`src/core/qtf_pkg.sv`:
```
// Package for the query terminator formatter: register map, field layout,
// terminator codes, stream tags and state encoding.
// Assumes a 32-bit AXI4-Lite register bus and a byte stream on one clock.
package qtf_pkg;

  // Register byte offsets
  localparam logic [7:0] QTF_TERM_CFG_OFS = 8'h00;
  localparam logic [7:0] QTF_USER_CHAR_OFS = 8'h04;
  localparam logic [7:0] QTF_CTRL_OFS = 8'h08;
  localparam logic [7:0] QTF_STATUS_OFS = 8'h0C;

  // Terminator configuration fields
  localparam int QTF_RESP_POS = 0;
  localparam int QTF_HLL_POS = 4;
  localparam int QTF_SCAN_POS = 8;
  localparam int QTF_BLOCK_POS = 12;
  localparam int QTF_SEP_POS = 16;
  localparam int QTF_CFG_W = 17;
  localparam logic [16:0] QTF_CFG_RST = 17'h00000;
  localparam logic [7:0] QTF_UCHAR_RST = 8'h0A;

  // Control bits
  localparam int QTF_CTRL_BIN_POS = 0;
  localparam int QTF_CTRL_QRY_POS = 1;

  // AXI responses
  localparam logic [1:0] QTF_RESP_OKAY = 2'h0;
  localparam logic [1:0] QTF_RESP_SLVERR = 2'h2;

  // Terminator type codes
  localparam logic [3:0] QTF_TERM_NONE = 4'h0;
  localparam logic [3:0] QTF_TERM_USER = 4'h9;
  localparam logic [3:0] QTF_TERM_MAX = 4'hA;

  // Characters
  localparam logic [7:0] QTF_CR = 8'h0D;
  localparam logic [7:0] QTF_LF = 8'h0A;
  localparam logic [7:0] QTF_CH_Q = 8'h51;
  localparam logic [7:0] QTF_CH_ZERO = 8'h30;
  localparam logic [7:0] QTF_CH_COMMA = 8'h2C;
  localparam logic [7:0] QTF_CH_SPACE = 8'h20;
  localparam logic [4:0] QTF_QRY_LAST = 5'h12;

  // Response classes
  localparam logic [2:0] QTF_CLS_GEN = 3'h0;
  localparam logic [2:0] QTF_CLS_HLL = 3'h1;
  localparam logic [2:0] QTF_CLS_BUF1 = 3'h2;
  localparam logic [2:0] QTF_CLS_BUF2 = 3'h3;
  localparam logic [2:0] QTF_CLS_BUF3 = 3'h4;

  // Boundary tags on a source byte
  localparam logic [2:0] QTF_TAG_NONE = 3'h0;
  localparam logic [2:0] QTF_TAG_READING = 3'h1;
  localparam logic [2:0] QTF_TAG_CHAN = 3'h2;
  localparam logic [2:0] QTF_TAG_SCAN = 3'h3;
  localparam logic [2:0] QTF_TAG_BLOCK = 3'h4;
  localparam logic [2:0] QTF_TAG_RESP = 3'h5;

  typedef enum logic [2:0] {
    QTF_ST_PASS = 3'b001,
    QTF_ST_EMIT = 3'b010,
    QTF_ST_QRY = 3'b100
  } qtf_state_t;

endpackage

```
`src/core/qtf_formatter.sv`:
```
// Query terminator formatter: inserts response, channel, scan and block
// terminators and reading separators into the response byte stream.
// Assumes an upstream response source on sys_clk that tags the byte after
// which a boundary falls, and a sink that may stall with out_ready.
`timescale 1ns/100ps
module qtf_formatter
  import qtf_pkg::*;
(
  input wire logic sys_clk,
  input wire logic reset_n,
  input wire logic [7:0] s_axi_awaddr,
  input wire logic s_axi_awvalid,
  output logic s_axi_awready,
  input wire logic [31:0] s_axi_wdata,
  input wire logic [3:0] s_axi_wstrb,
  input wire logic s_axi_wvalid,
  output logic s_axi_wready,
  output logic [1:0] s_axi_bresp,
  output logic s_axi_bvalid,
  input wire logic s_axi_bready,
  input wire logic [7:0] s_axi_araddr,
  input wire logic s_axi_arvalid,
  output logic s_axi_arready,
  output logic [31:0] s_axi_rdata,
  output logic [1:0] s_axi_rresp,
  output logic s_axi_rvalid,
  input wire logic s_axi_rready,
  input wire logic src_valid,
  output logic src_ready,
  input wire logic [7:0] src_data,
  input wire logic [2:0] src_class,
  input wire logic [2:0] src_tag,
  output logic out_valid,
  input wire logic out_ready,
  output logic [7:0] out_data
);

  typedef struct packed {
    qtf_state_t state;
    logic [QTF_CFG_W-1:0] cfg;
    logic [7:0] uchar;
    logic binmode;
    logic qry_pend;
    logic [QTF_CFG_W-1:0] snap_cfg;
    logic [7:0] snap_uchar;
    logic snap_bin;
    logic [2:0] cls;
    logic in_resp;
    logic [3:0] emit_code;
    logic [1:0] emit_idx;
    logic emit_last;
    logic [4:0] qidx;
    logic out_valid;
    logic [7:0] out_data;
    logic aw_held;
    logic [7:0] aw_addr;
    logic w_held;
    logic [31:0] wdata;
    logic [3:0] wstrb;
    logic bvalid;
    logic [1:0] bresp;
    logic rvalid;
    logic [31:0] rdata;
    logic [1:0] rresp;
  } qtf_regs_t;

  localparam qtf_regs_t QTF_REGS_RST = '{
    state: QTF_ST_PASS,
    cfg: QTF_CFG_RST,
    uchar: QTF_UCHAR_RST,
    snap_cfg: QTF_CFG_RST,
    snap_uchar: QTF_UCHAR_RST,
    default: '0
  };

  qtf_regs_t r;
  qtf_regs_t next_r;
  logic [1:0] term_len;
  logic [7:0] term_b0;
  logic [7:0] term_b1;

  // Picks the terminator for a boundary; separator maps to the user code
  function automatic logic [3:0] qtf_pick(input logic [2:0] cls, input logic [2:0] tag,
                                          input logic [QTF_CFG_W-1:0] cfg, input logic bin);
    logic is_buf;
    logic [3:0] code;
    is_buf = (cls == QTF_CLS_BUF1) || (cls == QTF_CLS_BUF2) || (cls == QTF_CLS_BUF3);
    code = QTF_TERM_NONE;
    if (cls == QTF_CLS_GEN)
    begin
      if (tag == QTF_TAG_RESP)
        code = cfg[QTF_RESP_POS +: 4];
    end
    else if (cls == QTF_CLS_HLL)
    begin
      if (tag == QTF_TAG_CHAN)
        code = cfg[QTF_HLL_POS +: 4];
      else if (tag == QTF_TAG_RESP)
        code = cfg[QTF_SCAN_POS +: 4];
    end
    else if (is_buf)
    begin
      if (tag == QTF_TAG_READING && cfg[QTF_SEP_POS])
        code = QTF_TERM_USER;
      else if (tag == QTF_TAG_SCAN)
        code = cfg[QTF_SCAN_POS +: 4];
      else if (tag == QTF_TAG_BLOCK)
        code = cfg[QTF_BLOCK_POS +: 4];
      else if (tag == QTF_TAG_RESP)
        code = (cls == QTF_CLS_BUF1) ? cfg[QTF_SCAN_POS +: 4] : cfg[QTF_BLOCK_POS +: 4];
    end
    if (bin)
      code = QTF_TERM_NONE;
    return code;
  endfunction

  // One byte of the settings query text, index 0 to 18
  function automatic logic [7:0] qtf_qry_byte(input logic [4:0] idx, input logic [QTF_CFG_W-1:0] cfg);
    logic [4:0] j;
    logic [2:0] fld;
    logic [3:0] val;
    logic [3:0] ones;
    j = idx - 5'd1;
    fld = j[4:2];
    val = (fld == 3'd4) ? {3'b000, cfg[QTF_SEP_POS]} : cfg[fld[1:0]*4 +: 4];
    ones = (val >= QTF_TERM_MAX) ? val - QTF_TERM_MAX : val;
    if (idx == 5'd0)
      return QTF_CH_Q;
    case (j[1:0])
      2'd0: return (val >= QTF_TERM_MAX) ? QTF_CH_ZERO + 8'h01 : QTF_CH_ZERO;
      2'd1: return QTF_CH_ZERO + {4'h0, ones};
      2'd2: return QTF_CH_COMMA;
      default: return QTF_CH_SPACE;
    endcase
  endfunction

  // Byte lane merge for register writes
  function automatic logic [31:0] qtf_merge(input logic [31:0] old, input logic [31:0] wd,
                                            input logic [3:0] strb);
    logic [31:0] res;
    res = old;
    for (int i = 0; i < 4; i++)
      if (strb[i])
        res[i*8 +: 8] = wd[i*8 +: 8];
    return res;
  endfunction

  qtf_term_decode u_term (
    .code(r.emit_code),
    .user_char(r.snap_uchar),
    .term_len(term_len),
    .term_b0(term_b0),
    .term_b1(term_b1)
  );

  // Output register frees when empty or when the sink takes the byte
  logic out_free;
  logic src_take;
  logic wr_fire;
  logic qry_set;
  logic [31:0] cur_cfg;
  logic [31:0] cur_ctrl;
  logic [31:0] rd_val;
  logic rd_ok;

  assign out_free = !r.out_valid || out_ready;
  assign src_take = src_valid && src_ready;
  assign src_ready = (r.state == QTF_ST_PASS) && out_free && !(r.qry_pend && !r.in_resp);
  assign wr_fire = r.aw_held && r.w_held && !r.bvalid;
  assign cur_cfg = {15'h0, r.cfg};
  assign cur_ctrl = {30'h0, 1'b0, r.binmode};

  // Register read decode
  always_comb
  begin
    rd_ok = 1'b1;
    rd_val = 32'h00000000;
    case (s_axi_araddr & 8'hFC)
      QTF_TERM_CFG_OFS: rd_val = cur_cfg;
      QTF_USER_CHAR_OFS: rd_val = {24'h000000, r.uchar};
      QTF_CTRL_OFS: rd_val = cur_ctrl;
      QTF_STATUS_OFS: rd_val = {27'h0, r.out_valid, r.qry_pend, r.state == QTF_ST_QRY,
                                r.state == QTF_ST_EMIT, r.in_resp};
      default: rd_ok = 1'b0;
    endcase
  end

  // Next-state logic for bus slave, settings and byte stream
  always_comb
  begin
    logic [31:0] merged;
    next_r = r;
    merged = 32'h00000000;
    qry_set = 1'b0;
    // Bus: address and data taken in either order, response after both
    if (s_axi_awvalid && s_axi_awready)
    begin
      next_r.aw_held = 1'b1;
      next_r.aw_addr = s_axi_awaddr;
    end
    if (s_axi_wvalid && s_axi_wready)
    begin
      next_r.w_held = 1'b1;
      next_r.wdata = s_axi_wdata;
      next_r.wstrb = s_axi_wstrb;
    end
    if (wr_fire)
    begin
      next_r.aw_held = 1'b0;
      next_r.w_held = 1'b0;
      next_r.bvalid = 1'b1;
      next_r.bresp = QTF_RESP_OKAY;
      case (r.aw_addr & 8'hFC)
        QTF_TERM_CFG_OFS:
        begin
          merged = qtf_merge(cur_cfg, r.wdata, r.wstrb);
          next_r.cfg = merged[QTF_CFG_W-1:0];
        end
        QTF_USER_CHAR_OFS:
        begin
          merged = qtf_merge({24'h000000, r.uchar}, r.wdata, r.wstrb);
          next_r.uchar = merged[7:0];
        end
        QTF_CTRL_OFS:
        begin
          merged = qtf_merge(cur_ctrl, r.wdata, r.wstrb);
          next_r.binmode = merged[QTF_CTRL_BIN_POS];
          qry_set = merged[QTF_CTRL_QRY_POS];
        end
        QTF_STATUS_OFS: next_r.bresp = QTF_RESP_OKAY;
        default: next_r.bresp = QTF_RESP_SLVERR;
      endcase
    end
    if (r.bvalid && s_axi_bready)
      next_r.bvalid = 1'b0;
    if (s_axi_arvalid && s_axi_arready)
    begin
      next_r.rvalid = 1'b1;
      next_r.rdata = rd_val;
      next_r.rresp = rd_ok ? QTF_RESP_OKAY : QTF_RESP_SLVERR;
    end
    else if (r.rvalid && s_axi_rready)
      next_r.rvalid = 1'b0;
    // Output register drains into the sink
    if (r.out_valid && out_ready)
      next_r.out_valid = 1'b0;
    // Byte stream engine
    case (r.state)
      QTF_ST_PASS:
      begin
        if (r.qry_pend && !r.in_resp && out_free)
        begin
          // Settings query waits for a quiet stream, then snapshots like any response
          next_r.qry_pend = 1'b0;
          next_r.in_resp = 1'b1;
          next_r.cls = QTF_CLS_GEN;
          next_r.snap_cfg = r.cfg;
          next_r.snap_uchar = r.uchar;
          next_r.snap_bin = r.binmode;
          next_r.qidx = 5'd0;
          next_r.state = QTF_ST_QRY;
        end
        else if (src_take)
        begin
          next_r.out_valid = 1'b1;
          next_r.out_data = src_data;
          next_r.in_resp = 1'b1;
          if (!r.in_resp)
          begin
            // First byte locks settings for the whole response
            next_r.cls = src_class;
            next_r.snap_cfg = r.cfg;
            next_r.snap_uchar = r.uchar;
            next_r.snap_bin = r.binmode;
          end
          if (src_tag != QTF_TAG_NONE)
          begin
            next_r.emit_code = r.in_resp ? qtf_pick(r.cls, src_tag, r.snap_cfg, r.snap_bin)
                                         : qtf_pick(src_class, src_tag, r.cfg, r.binmode);
            next_r.emit_idx = 2'd0;
            next_r.emit_last = (src_tag == QTF_TAG_RESP);
            next_r.state = QTF_ST_EMIT;
          end
        end
      end
      QTF_ST_QRY:
      begin
        if (out_free)
        begin
          next_r.out_valid = 1'b1;
          next_r.out_data = qtf_qry_byte(r.qidx, r.snap_cfg);
          next_r.qidx = r.qidx + 5'd1;
          if (r.qidx == QTF_QRY_LAST)
          begin
            next_r.emit_code = qtf_pick(QTF_CLS_GEN, QTF_TAG_RESP, r.snap_cfg, r.snap_bin);
            next_r.emit_idx = 2'd0;
            next_r.emit_last = 1'b1;
            next_r.state = QTF_ST_EMIT;
          end
        end
      end
      QTF_ST_EMIT:
      begin
        if (r.emit_idx < term_len)
        begin
          if (out_free)
          begin
            next_r.out_valid = 1'b1;
            next_r.out_data = (r.emit_idx == 2'd0) ? term_b0 : term_b1;
            next_r.emit_idx = r.emit_idx + 2'd1;
          end
        end
        else
        begin
          // A none code costs one idle cycle; a response terminator closes the response here
          next_r.state = QTF_ST_PASS;
          if (r.emit_last)
            next_r.in_resp = 1'b0;
        end
      end
      default: next_r.state = QTF_ST_PASS;
    endcase
    // A query request written in the same cycle as the start wins
    if (qry_set)
      next_r.qry_pend = 1'b1;
  end

  // State register
  always_ff @(posedge sys_clk or negedge reset_n)
  begin
    if (!reset_n)
      r <= QTF_REGS_RST;
    else
      r <= next_r;
  end

  // Bus handshakes: one write and one read in flight
  assign s_axi_awready = !r.aw_held && !r.bvalid;
  assign s_axi_wready = !r.w_held && !r.bvalid;
  assign s_axi_bvalid = r.bvalid;
  assign s_axi_bresp = r.bresp;
  assign s_axi_arready = !r.rvalid;
  assign s_axi_rvalid = r.rvalid;
  assign s_axi_rdata = r.rdata;
  assign s_axi_rresp = r.rresp;
  assign out_valid = r.out_valid;
  assign out_data = r.out_data;

endmodule

```
`src/core/qtf_term_decode.sv`:
```
// Terminator type decoder: turns a terminator code into up to two bytes.
// Purely combinational; the caller holds code and user character stable.
`timescale 1ns/100ps
module qtf_term_decode
  import qtf_pkg::*;
(
  input wire logic [3:0] code,
  input wire logic [7:0] user_char,
  output logic [1:0] term_len,
  output logic [7:0] term_b0,
  output logic [7:0] term_b1
);

  // Pairs of codes share one meaning; codes above ten emit nothing
  always_comb
  begin
    term_len = 2'd0;
    term_b0 = QTF_CR;
    term_b1 = QTF_LF;
    case (code)
      4'h1, 4'h2:
      begin
        term_len = 2'd2;
      end
      4'h3, 4'h4:
      begin
        term_len = 2'd2;
        term_b0 = QTF_LF;
        term_b1 = QTF_CR;
      end
      4'h5, 4'h6:
      begin
        term_len = 2'd1;
      end
      4'h7, 4'h8:
      begin
        term_len = 2'd1;
        term_b0 = QTF_LF;
      end
      4'h9, 4'hA:
      begin
        term_len = 2'd1;
        term_b0 = user_char;
      end
      default:
      begin
        term_len = 2'd0;
      end
    endcase
  end

endmodule

```
`config.mk`:
```
export PLATFORM = sky130hd
export DESIGN_NAME = qtf_formatter
export DESIGN_NICKNAME = d
export VERILOG_FILES = /design/src/core/qtf_pkg.sv /design/src/core/qtf_formatter.sv /design/src/core/qtf_term_decode.sv
export SDC_FILE = /design/constraint.sdc
export NUM_CORES = 1
export LEC_CHECK = 0
export BUFFER_PORTS_ARGS = -buffer_cell sky130_fd_sc_hd__clkbuf_2
export CAP_MARGIN = 20
export CORE_MARGIN = 2
export CORE_UTILIZATION = 30
export CTS_BUF_LIST = sky130_fd_sc_hd__clkbuf_2
export DETAILED_ROUTE_END_ITERATION = 16
export GPL_TIMING_DRIVEN = 0
export HOLD_SLACK_MARGIN = 0.06
export PLACE_DENSITY = 0.44
export SLEW_MARGIN = 20
export SYNTH_ARGS = -nofsm -noshare
export SYNTH_HDL_FRONTEND = slang
export SYNTH_HIERARCHICAL = 1
export SYNTH_SLANG_ARGS = --single-unit
```
`constraint.sdc`:
```
create_clock -name sys_clk -period 7.25 [get_ports sys_clk]
set_clock_uncertainty 0.15 [all_clocks]
set_input_delay 0.3625 -clock sys_clk [delete_from_list [all_inputs] [get_ports sys_clk]]
set_output_delay 0.3625 -clock sys_clk [all_outputs]
set_load 0.05 [all_outputs]
```
# Word-level counts from Yosys, hierarchy flattened
# Index checks and enable logic that the tools add are counted.
# op_classes
n_eq_ne	49
n_addsub	5
mux	86
reduce_logical	67
n_shift	1
n_lt_le_gt_ge	2
# op_table
op	count
2-to-1 mux 4 bit	28
2-to-1 mux 37 bit	2
case mux 17 bit (4 select lines)	1
2-to-1 mux 30 bit	2
2-to-1 mux 9 bit	5
2-to-1 mux 29 bit	1
case mux 9 bit (3 select lines)	1
== test 6 x 2 -> 1 bit, second input constant	4
2-to-1 mux 3 bit	8
2-to-1 mux 8 bit	3
== test 3 x 2 -> 1 bit, second input constant	7
2-to-1 mux 21 bit	1
2-to-1 mux 7 bit	3
case mux 7 bit (3 select lines)	1
AND reduction 3 bit	7
== test 3 bit, second input constant	6
nonzero test 2 bit	9
logical AND 1 bit	17
2-to-1 mux 1 bit	17
variable part select 17 x 5 -> 4 bit	1
== test 4 x 3 -> 1 bit, second input constant	4
zero test 8 bit	2
case mux 8 bit (2 select lines)	1
OR reduction 4 bit	4
40 further kinds	75
# word_totals
inputBits	75
regBits	165

# Depth between registers and ports, before layout
# logic_depth
depth_word	16
depth_mapped	9

# Hierarchy
# Netlist, hierarchy kept.
# modules_own_cells
module	area_per_inst_um2	instances	cells_per_inst	seq_area_each_um2
qtf_formatter	6759.0	1	594	3259.4
qtf_term_decode	256.5	1	38	0.0

# Worst setup path before layout
# OpenSTA, ideal clock, no wires.
# synth_path
kind	flip-flop to flip-flop
startpoint	register r[101] (netlist name)
endpoint	register r (netlist bit out_data[1])
arrival_time_ps	2422
slack_ps	4522
path_buffers	1
path_stages_with_launch	10
cell_sequence	dfrtp_1 -> buf_6 -> or3b_4 -> a21oi_1 -> inv_1 -> ha_1 -> a2111oi_4 -> o221ai_2 -> a222oi_1 -> o41ai_1
# synth_via
word_cells_on_any_way	25
# synth_rtl
item	line	source
start, declared	qtf_formatter.sv:76	qtf_regs_t r;
start signal, assigned	qtf_formatter.sv:334	r <= next_r;
== test 4 x 3 -> 1 bit (tied with other cells)	qtf_term_decode.sv:20	case (code)
OR reduction 6 bit (no line) / OR reduction 4 bit (equally long branches)	n/a	
case mux 2 bit (2 select lines) *	qtf_term_decode.sv:20	
named net term_len[1]	qtf_formatter.sv:78	logic [1:0] term_len;
< comparator 2 bit *	qtf_formatter.sv:304	if (r.emit_idx < term_len)
!= test 2 x 1 -> 1 bit (no line) *	n/a	
AND reduction 6 bit (no line) *	n/a	
# Mark *: on every way through the listed nets, which the timed path passes. The rest lies on a longest branch. The select of a mux whose other input is x is not followed.
# A chain may end at the register's enable or synchronous reset.

# Worst setup path after layout
# Ends and elaborated chain as after synthesis.

==> impl.org <==
** Clock network
- Clock latency reported for the late side of the worst-skew pair :: 0.69 ns
- Post-CTS setup repair buffer count :: 0
- Number of buffers created by CTS :: 17
- Counting along the longest clock path gives a buffer depth of 2.
- Buffer cell driving the clock tree root :: sky130_fd_sc_hd__clkbuf_2
- For this design, the sink count on the clock tree is 130.
- TritonCTS built the clock tree.
- CTS H-tree lvls :: 4
- Clock-pin slew was measured on the worst setup and hold paths at 0.25 ns.

** Global route
- Largest net degree at the start of global routing :: 87
- First-pass GRT wire length :: 29900 um
- Number of antenna violations at the first check in global routing :: 1
- The number of global-route vias before repair came to 5517.
- Global routing finished with a remaining overflow of 0.
- In the global route stage, overall resource usage came out at 0.158.

** Drt
- Detail-routed via count per cell :: 4.77
- Number of optimization iterations in the first detailed-route pass :: 5
- DRC Markers :: 0
- After detailed routing, the average wire length per cell comes to 16.4 um.
- In this run, the number of DRC markers left after iteration 0 of detailed routing was 152.
- The final route contains 5410 vias.
- After detailed routing, the total wire length is 18700 um.
- The detail route stage leaves a number of antenna-violating nets equal to 0.

** Worst setup path
- Worst reg2reg startpoint :: r[101]
- Of all nets on the critical path, the largest fanout is 8.
- Data arrival, critical path :: around 3.6 ns
- The critical path goes through buf_6 > or3b_4 > a21oi_1 > inv_1 > ha_1 > a2111oi_4 > o221ai_2 > a222oi_1 > o41ai_1.
- The worst setup path is of the flop to flop kind.
- Reg2Reg Depth :: 9
- On the critical path the largest part of the delay comes from compound AO/OA/AOI/OAI gates.
- Startpoint kind of the worst setup timing path :: flop
- For the worst setup path, the data required time is between 7 and 8 ns.
- In this run the critical register-to-register path is captured at out_data[1].
- Type of destination of the critical path :: flop
- Flop2flop setup slack :: a little over 4 ns
- Standard cell with the maximum stage delay on the critical path :: sky130_fd_sc_hd__a2111oi_4
- Crit path largest cell delay :: 0.55 ns
- The number of buffers and inverters on the critical path is 2.

** STA
- Slew Limit Fails :: 0
- Setup repair after global routing left no endpoint under its margin.
- The number of hold-slack violations in the final timing report was 0.
- Across all hold checks on the routed design, the worst slack comes to 0.192 ns.
- Worst Tran Pin Value :: around 1 ns
- Setup-failing EPs final :: 0
- In the final timing run, aggregate negative setup slack is 0 ns.
- Final period util :: 0.442
- For the finished layout, the period the worst path requires is 3.21 ns.
- Derived from the worst setup path, the maximum achievable clock frequency is 0.312 GHz.
- Headroom to the max-slew limit came out at 0.322.

** Logic synthesis
- Count of mapped cells out of synthesis :: ~630
- Sequential fraction of the synthesis area :: 0.465
- Main combinational cell family by area after synthesis :: multiplexers
- Yosys warns :: 6
- Number of flops mapped to enable cells by yosys :: 0
- Async set-reset flop share out of synthesis :: 1.00
- Combined area of all synthesized cells :: between 7000 and 8000 um^2
- Area share of fa/ha/maj cells after synthesis :: 0.0168
- The netlist uses 73 different library cells.
- Post-synthesis register bit count :: 130
- Of the total synthesized cell area, the portion taken by AND, OR, NAND and NOR gates is 0.122.
- The compound-gate portion of the synthesized area is 0.130.
- Most frequently used flop master after synthesis :: sky130_fd_sc_hd__dfrtp_1
- Fraction of synthesized area in multiplexers :: 0.183
- Of the total synthesized cell area, the portion taken by XOR and XNOR cells is 0.00589.
- The average instance in the mapped netlist occupies between 10 and 15 um^2.

** Floorplanning
- Starting density of the core :: 0.308
- Area of the die :: approximately 25000 um^2
- From bottom edge to top edge, the die measures 157 um.
- The floorplan step set the die width to 157 um.
- # rows :: 55
- In this run the count of I/O pins placed on the die edge is roughly 130.
- Total core area :: ~23000 um^2

** Placement
- Detailed Place HPWL :: 14200 um
- RePlAce Congestion :: around 0.85
- Port buffering added 85 buffers.
- Once placement completed, the tool counted placed cells totaling between 1000 and 1500.

** Run status
- The run finished with clean final reports.

** Flow run
- Max-cap viol count :: 0

** Worst hold path
- The tightest min-delay check is of the input port to flop type.
- The worst hold path terminates at s_axi_bvalid.
- Start point of the worst hold path :: s_axi_bready
- Hold path cells :: 3

** Finish
- Of the cells placed in the final design, the portion with a size suffix greater than 1 is 0.354.
- Filler-free cell count of the finished design :: 1134
- Counting the fill cells in the layout gives 2274.
- P&R area growth vs syn :: 24.5%
- Net count of the finished layout :: ~900

** Power
- Worst voltage drop across the vdd grid :: ~0.25 mV
- Power spread over the standard cell area amounts to 324 nW/um^2.
- Static Leak :: between 4 and 5 nW
[registers in the layout, indices dropped and copies added, names as in the netlist]
| name | cells |
|---|---|
| cur_ctrl | 1 |
| cur_cfg | 17 |
| s_axi_bresp | 1 |
| r | 82 |
| s_axi_rvalid | 1 |
| s_axi_rdata | 17 |
| s_axi_rresp | 1 |
| out_data | 8 |
| s_axi_bvalid | 1 |
| out_valid | 1 |
[through the flow]
stage	power (mW)	cell area, um^2	utilization	worst slack, ns
detailed placement	2.34	7950	0.349	4.06
global placement	2.31	7900	0.347	3.54
finish	2.83	8740	0.384	4.04
CTS	2.87	8730	0.383	4.00
floorplan	2.00	7090	-	4.52
global route	3.02	8740	0.384	3.77
[synth_stat cells (3+ instances only)]
master	number	area [um^2]
sky130_fd_sc_hd__a32oi_1	3	26.3
sky130_fd_sc_hd__mux2_2	88	991
sky130_fd_sc_hd__a22o_1	11	96.3
sky130_fd_sc_hd__nand2_1	53	199
sky130_fd_sc_hd__clkbuf_1	15	56.3
sky130_fd_sc_hd__ha_1	7	87.6
sky130_fd_sc_hd__mux2i_1	22	220
sky130_fd_sc_hd__buf_6	3	33.8
sky130_fd_sc_hd__nand2b_1	5	31.3
sky130_fd_sc_hd__maj3_1	3	30.0
sky130_fd_sc_hd__a22oi_1	10	75.1
sky130_fd_sc_hd__nor2b_1	13	81.3
sky130_fd_sc_hd__a21o_1	3	22.5
sky130_fd_sc_hd__dfstp_2	5	131
sky130_fd_sc_hd__nand3_1	14	70.1
sky130_fd_sc_hd__a21oi_1	18	90.1
sky130_fd_sc_hd__nor3b_1	3	22.5
sky130_fd_sc_hd__o211ai_1	7	52.6
sky130_fd_sc_hd__o21ai_0	30	150
sky130_fd_sc_hd__nor4_1	4	25.0
sky130_fd_sc_hd__buf_4	51	383
sky130_fd_sc_hd__or2_2	5	31.3
sky130_fd_sc_hd__conb_1	3	11.3
sky130_fd_sc_hd__and2_1	10	62.6
sky130_fd_sc_hd__nor2_1	26	97.6
sky130_fd_sc_hd__nor3_1	8	40.0
sky130_fd_sc_hd__o2111ai_1	3	26.3
sky130_fd_sc_hd__o21a_1	3	22.5
sky130_fd_sc_hd__a211oi_1	6	45.0
sky130_fd_sc_hd__a222oi_1	3	30.0
sky130_fd_sc_hd__dfrtp_1	125	3130
sky130_fd_sc_hd__nand4_1	4	25.0
sky130_fd_sc_hd__buf_1	3	11.3
sky130_fd_sc_hd__inv_1	12	45.0
[how the worst max path moves through the flow]
stage / from / end / slack (ns) / depth (start not counted)
after floorplan: r[101] / out_data[1] / 4.52 / 9
after global placement: reset_n / r[79] / 3.54 / 1
after detailed placement: r[101] / out_data[1] / 4.06 / 9
after CTS: r[101] / out_data[1] / 4.00 / 9
after global routing: r[102] / out_data[1] / 3.77 / 9
final: r[101] / out_data[1] / 4.04 / 9
[where the power goes]
part / leakage (nW) / total [mW] / internal (mW) / switching [mW]
Sequential: 1.69 / 1.18 / 0.950 / 0.231
Clock: 0.157 / 0.487 / 0.173 / 0.314
Combinational: 2.18 / 1.16 / 0.525 / 0.633
Total: 4.03 / 2.83 / 1.65 / 1.18
[logic make-up (layout without fill, tap and decap cells)]
family,Yosys count,after routing
simple gates,164,164
flops,130,130
compound gates,124,124
mux,113,113
buf+inv,85,254
fa+ha+maj,10,10
other cells,3,23
xor+xnor,3,3
[metal layers]
| layer | track usage | wire (um) | part of all wire | vias to the layer above |
|---|---|---|---|---|
| met2 | 0.265 | 8860 | 0.47 | 132 |
| met1 | 0.207 | 8820 | 0.47 | 2677 |
| met3 | 0.0352 | 707 | 0.038 | 16 |
| met4 | 0.0371 | 272 | 0.015 | 0 |
| li1 | - | - | - | 2585 |
| met5 | 0 | 0 | 0 | - |
[area by class of cell]
cell class                 instances  area, um^2  share of cell area
tap                              313         392              0.0448
inverter                          12        45.0             0.00516
clock buffer                      18        90.1              0.0103
sequential                       130        3260               0.373
multi-input combinational        436        3300               0.378
timing repair buffer             137         990               0.113
buffer                            73         489              0.0560
clock inverter                    14         170              0.0195
antenna                            1        2.50            0.000286
[worst min-delay path, delay by kind of cell]
| kind | cells | cell delay (ns) |
|---|---|---|
| compound gates | 1 | 0.06 |
| buf+inv | 2 | 0.61 |
[timing repair]
item                                    4_1_cts  5_1_grt
hold endpoints to repair                    178        0
gates resized for setup                       0        0
hold buffers                                 51        0
endpoints found under the setup margin        0        0
[layout by cell type, fill, tap and decap left out, types with 4 or more instances in the layout]
cell type / Yosys / final
sky130_fd_sc_hd__clkbuf_2: 1 / 103
sky130_fd_sc_hd__a22o_1: 11 / 11
sky130_fd_sc_hd__mux2_2: 88 / 88
sky130_fd_sc_hd__nor2b_1: 13 / 13
sky130_fd_sc_hd__o21ai_0: 30 / 30
sky130_fd_sc_hd__nand4_1: 4 / 4
sky130_fd_sc_hd__and2_1: 10 / 10
sky130_fd_sc_hd__nor4_1: 4 / 4
sky130_fd_sc_hd__dfstp_2: 5 / 5
sky130_fd_sc_hd__or2_2: 5 / 5
sky130_fd_sc_hd__nand2b_1: 5 / 5
sky130_fd_sc_hd__a21oi_1: 18 / 18
sky130_fd_sc_hd__conb_1: 3 / 22
sky130_fd_sc_hd__nor2_1: 26 / 26
sky130_fd_sc_hd__nor3_1: 8 / 8
sky130_fd_sc_hd__buf_4: 51 / 51
sky130_fd_sc_hd__mux2i_1: 22 / 22
sky130_fd_sc_hd__nand3_1: 14 / 14
sky130_fd_sc_hd__dlygate4sd3_1: 0 / 50
sky130_fd_sc_hd__dfrtp_1: 125 / 125
sky130_fd_sc_hd__nand2_1: 53 / 53
sky130_fd_sc_hd__a22oi_1: 10 / 10
sky130_fd_sc_hd__a211oi_1: 6 / 6
sky130_fd_sc_hd__o211ai_1: 7 / 7
sky130_fd_sc_hd__inv_1: 12 / 12
sky130_fd_sc_hd__ha_1: 7 / 7
sky130_fd_sc_hd__inv_8: 0 / 4
sky130_fd_sc_hd__clkbuf_1: 15 / 15
(Power assumes the default switching activity.)
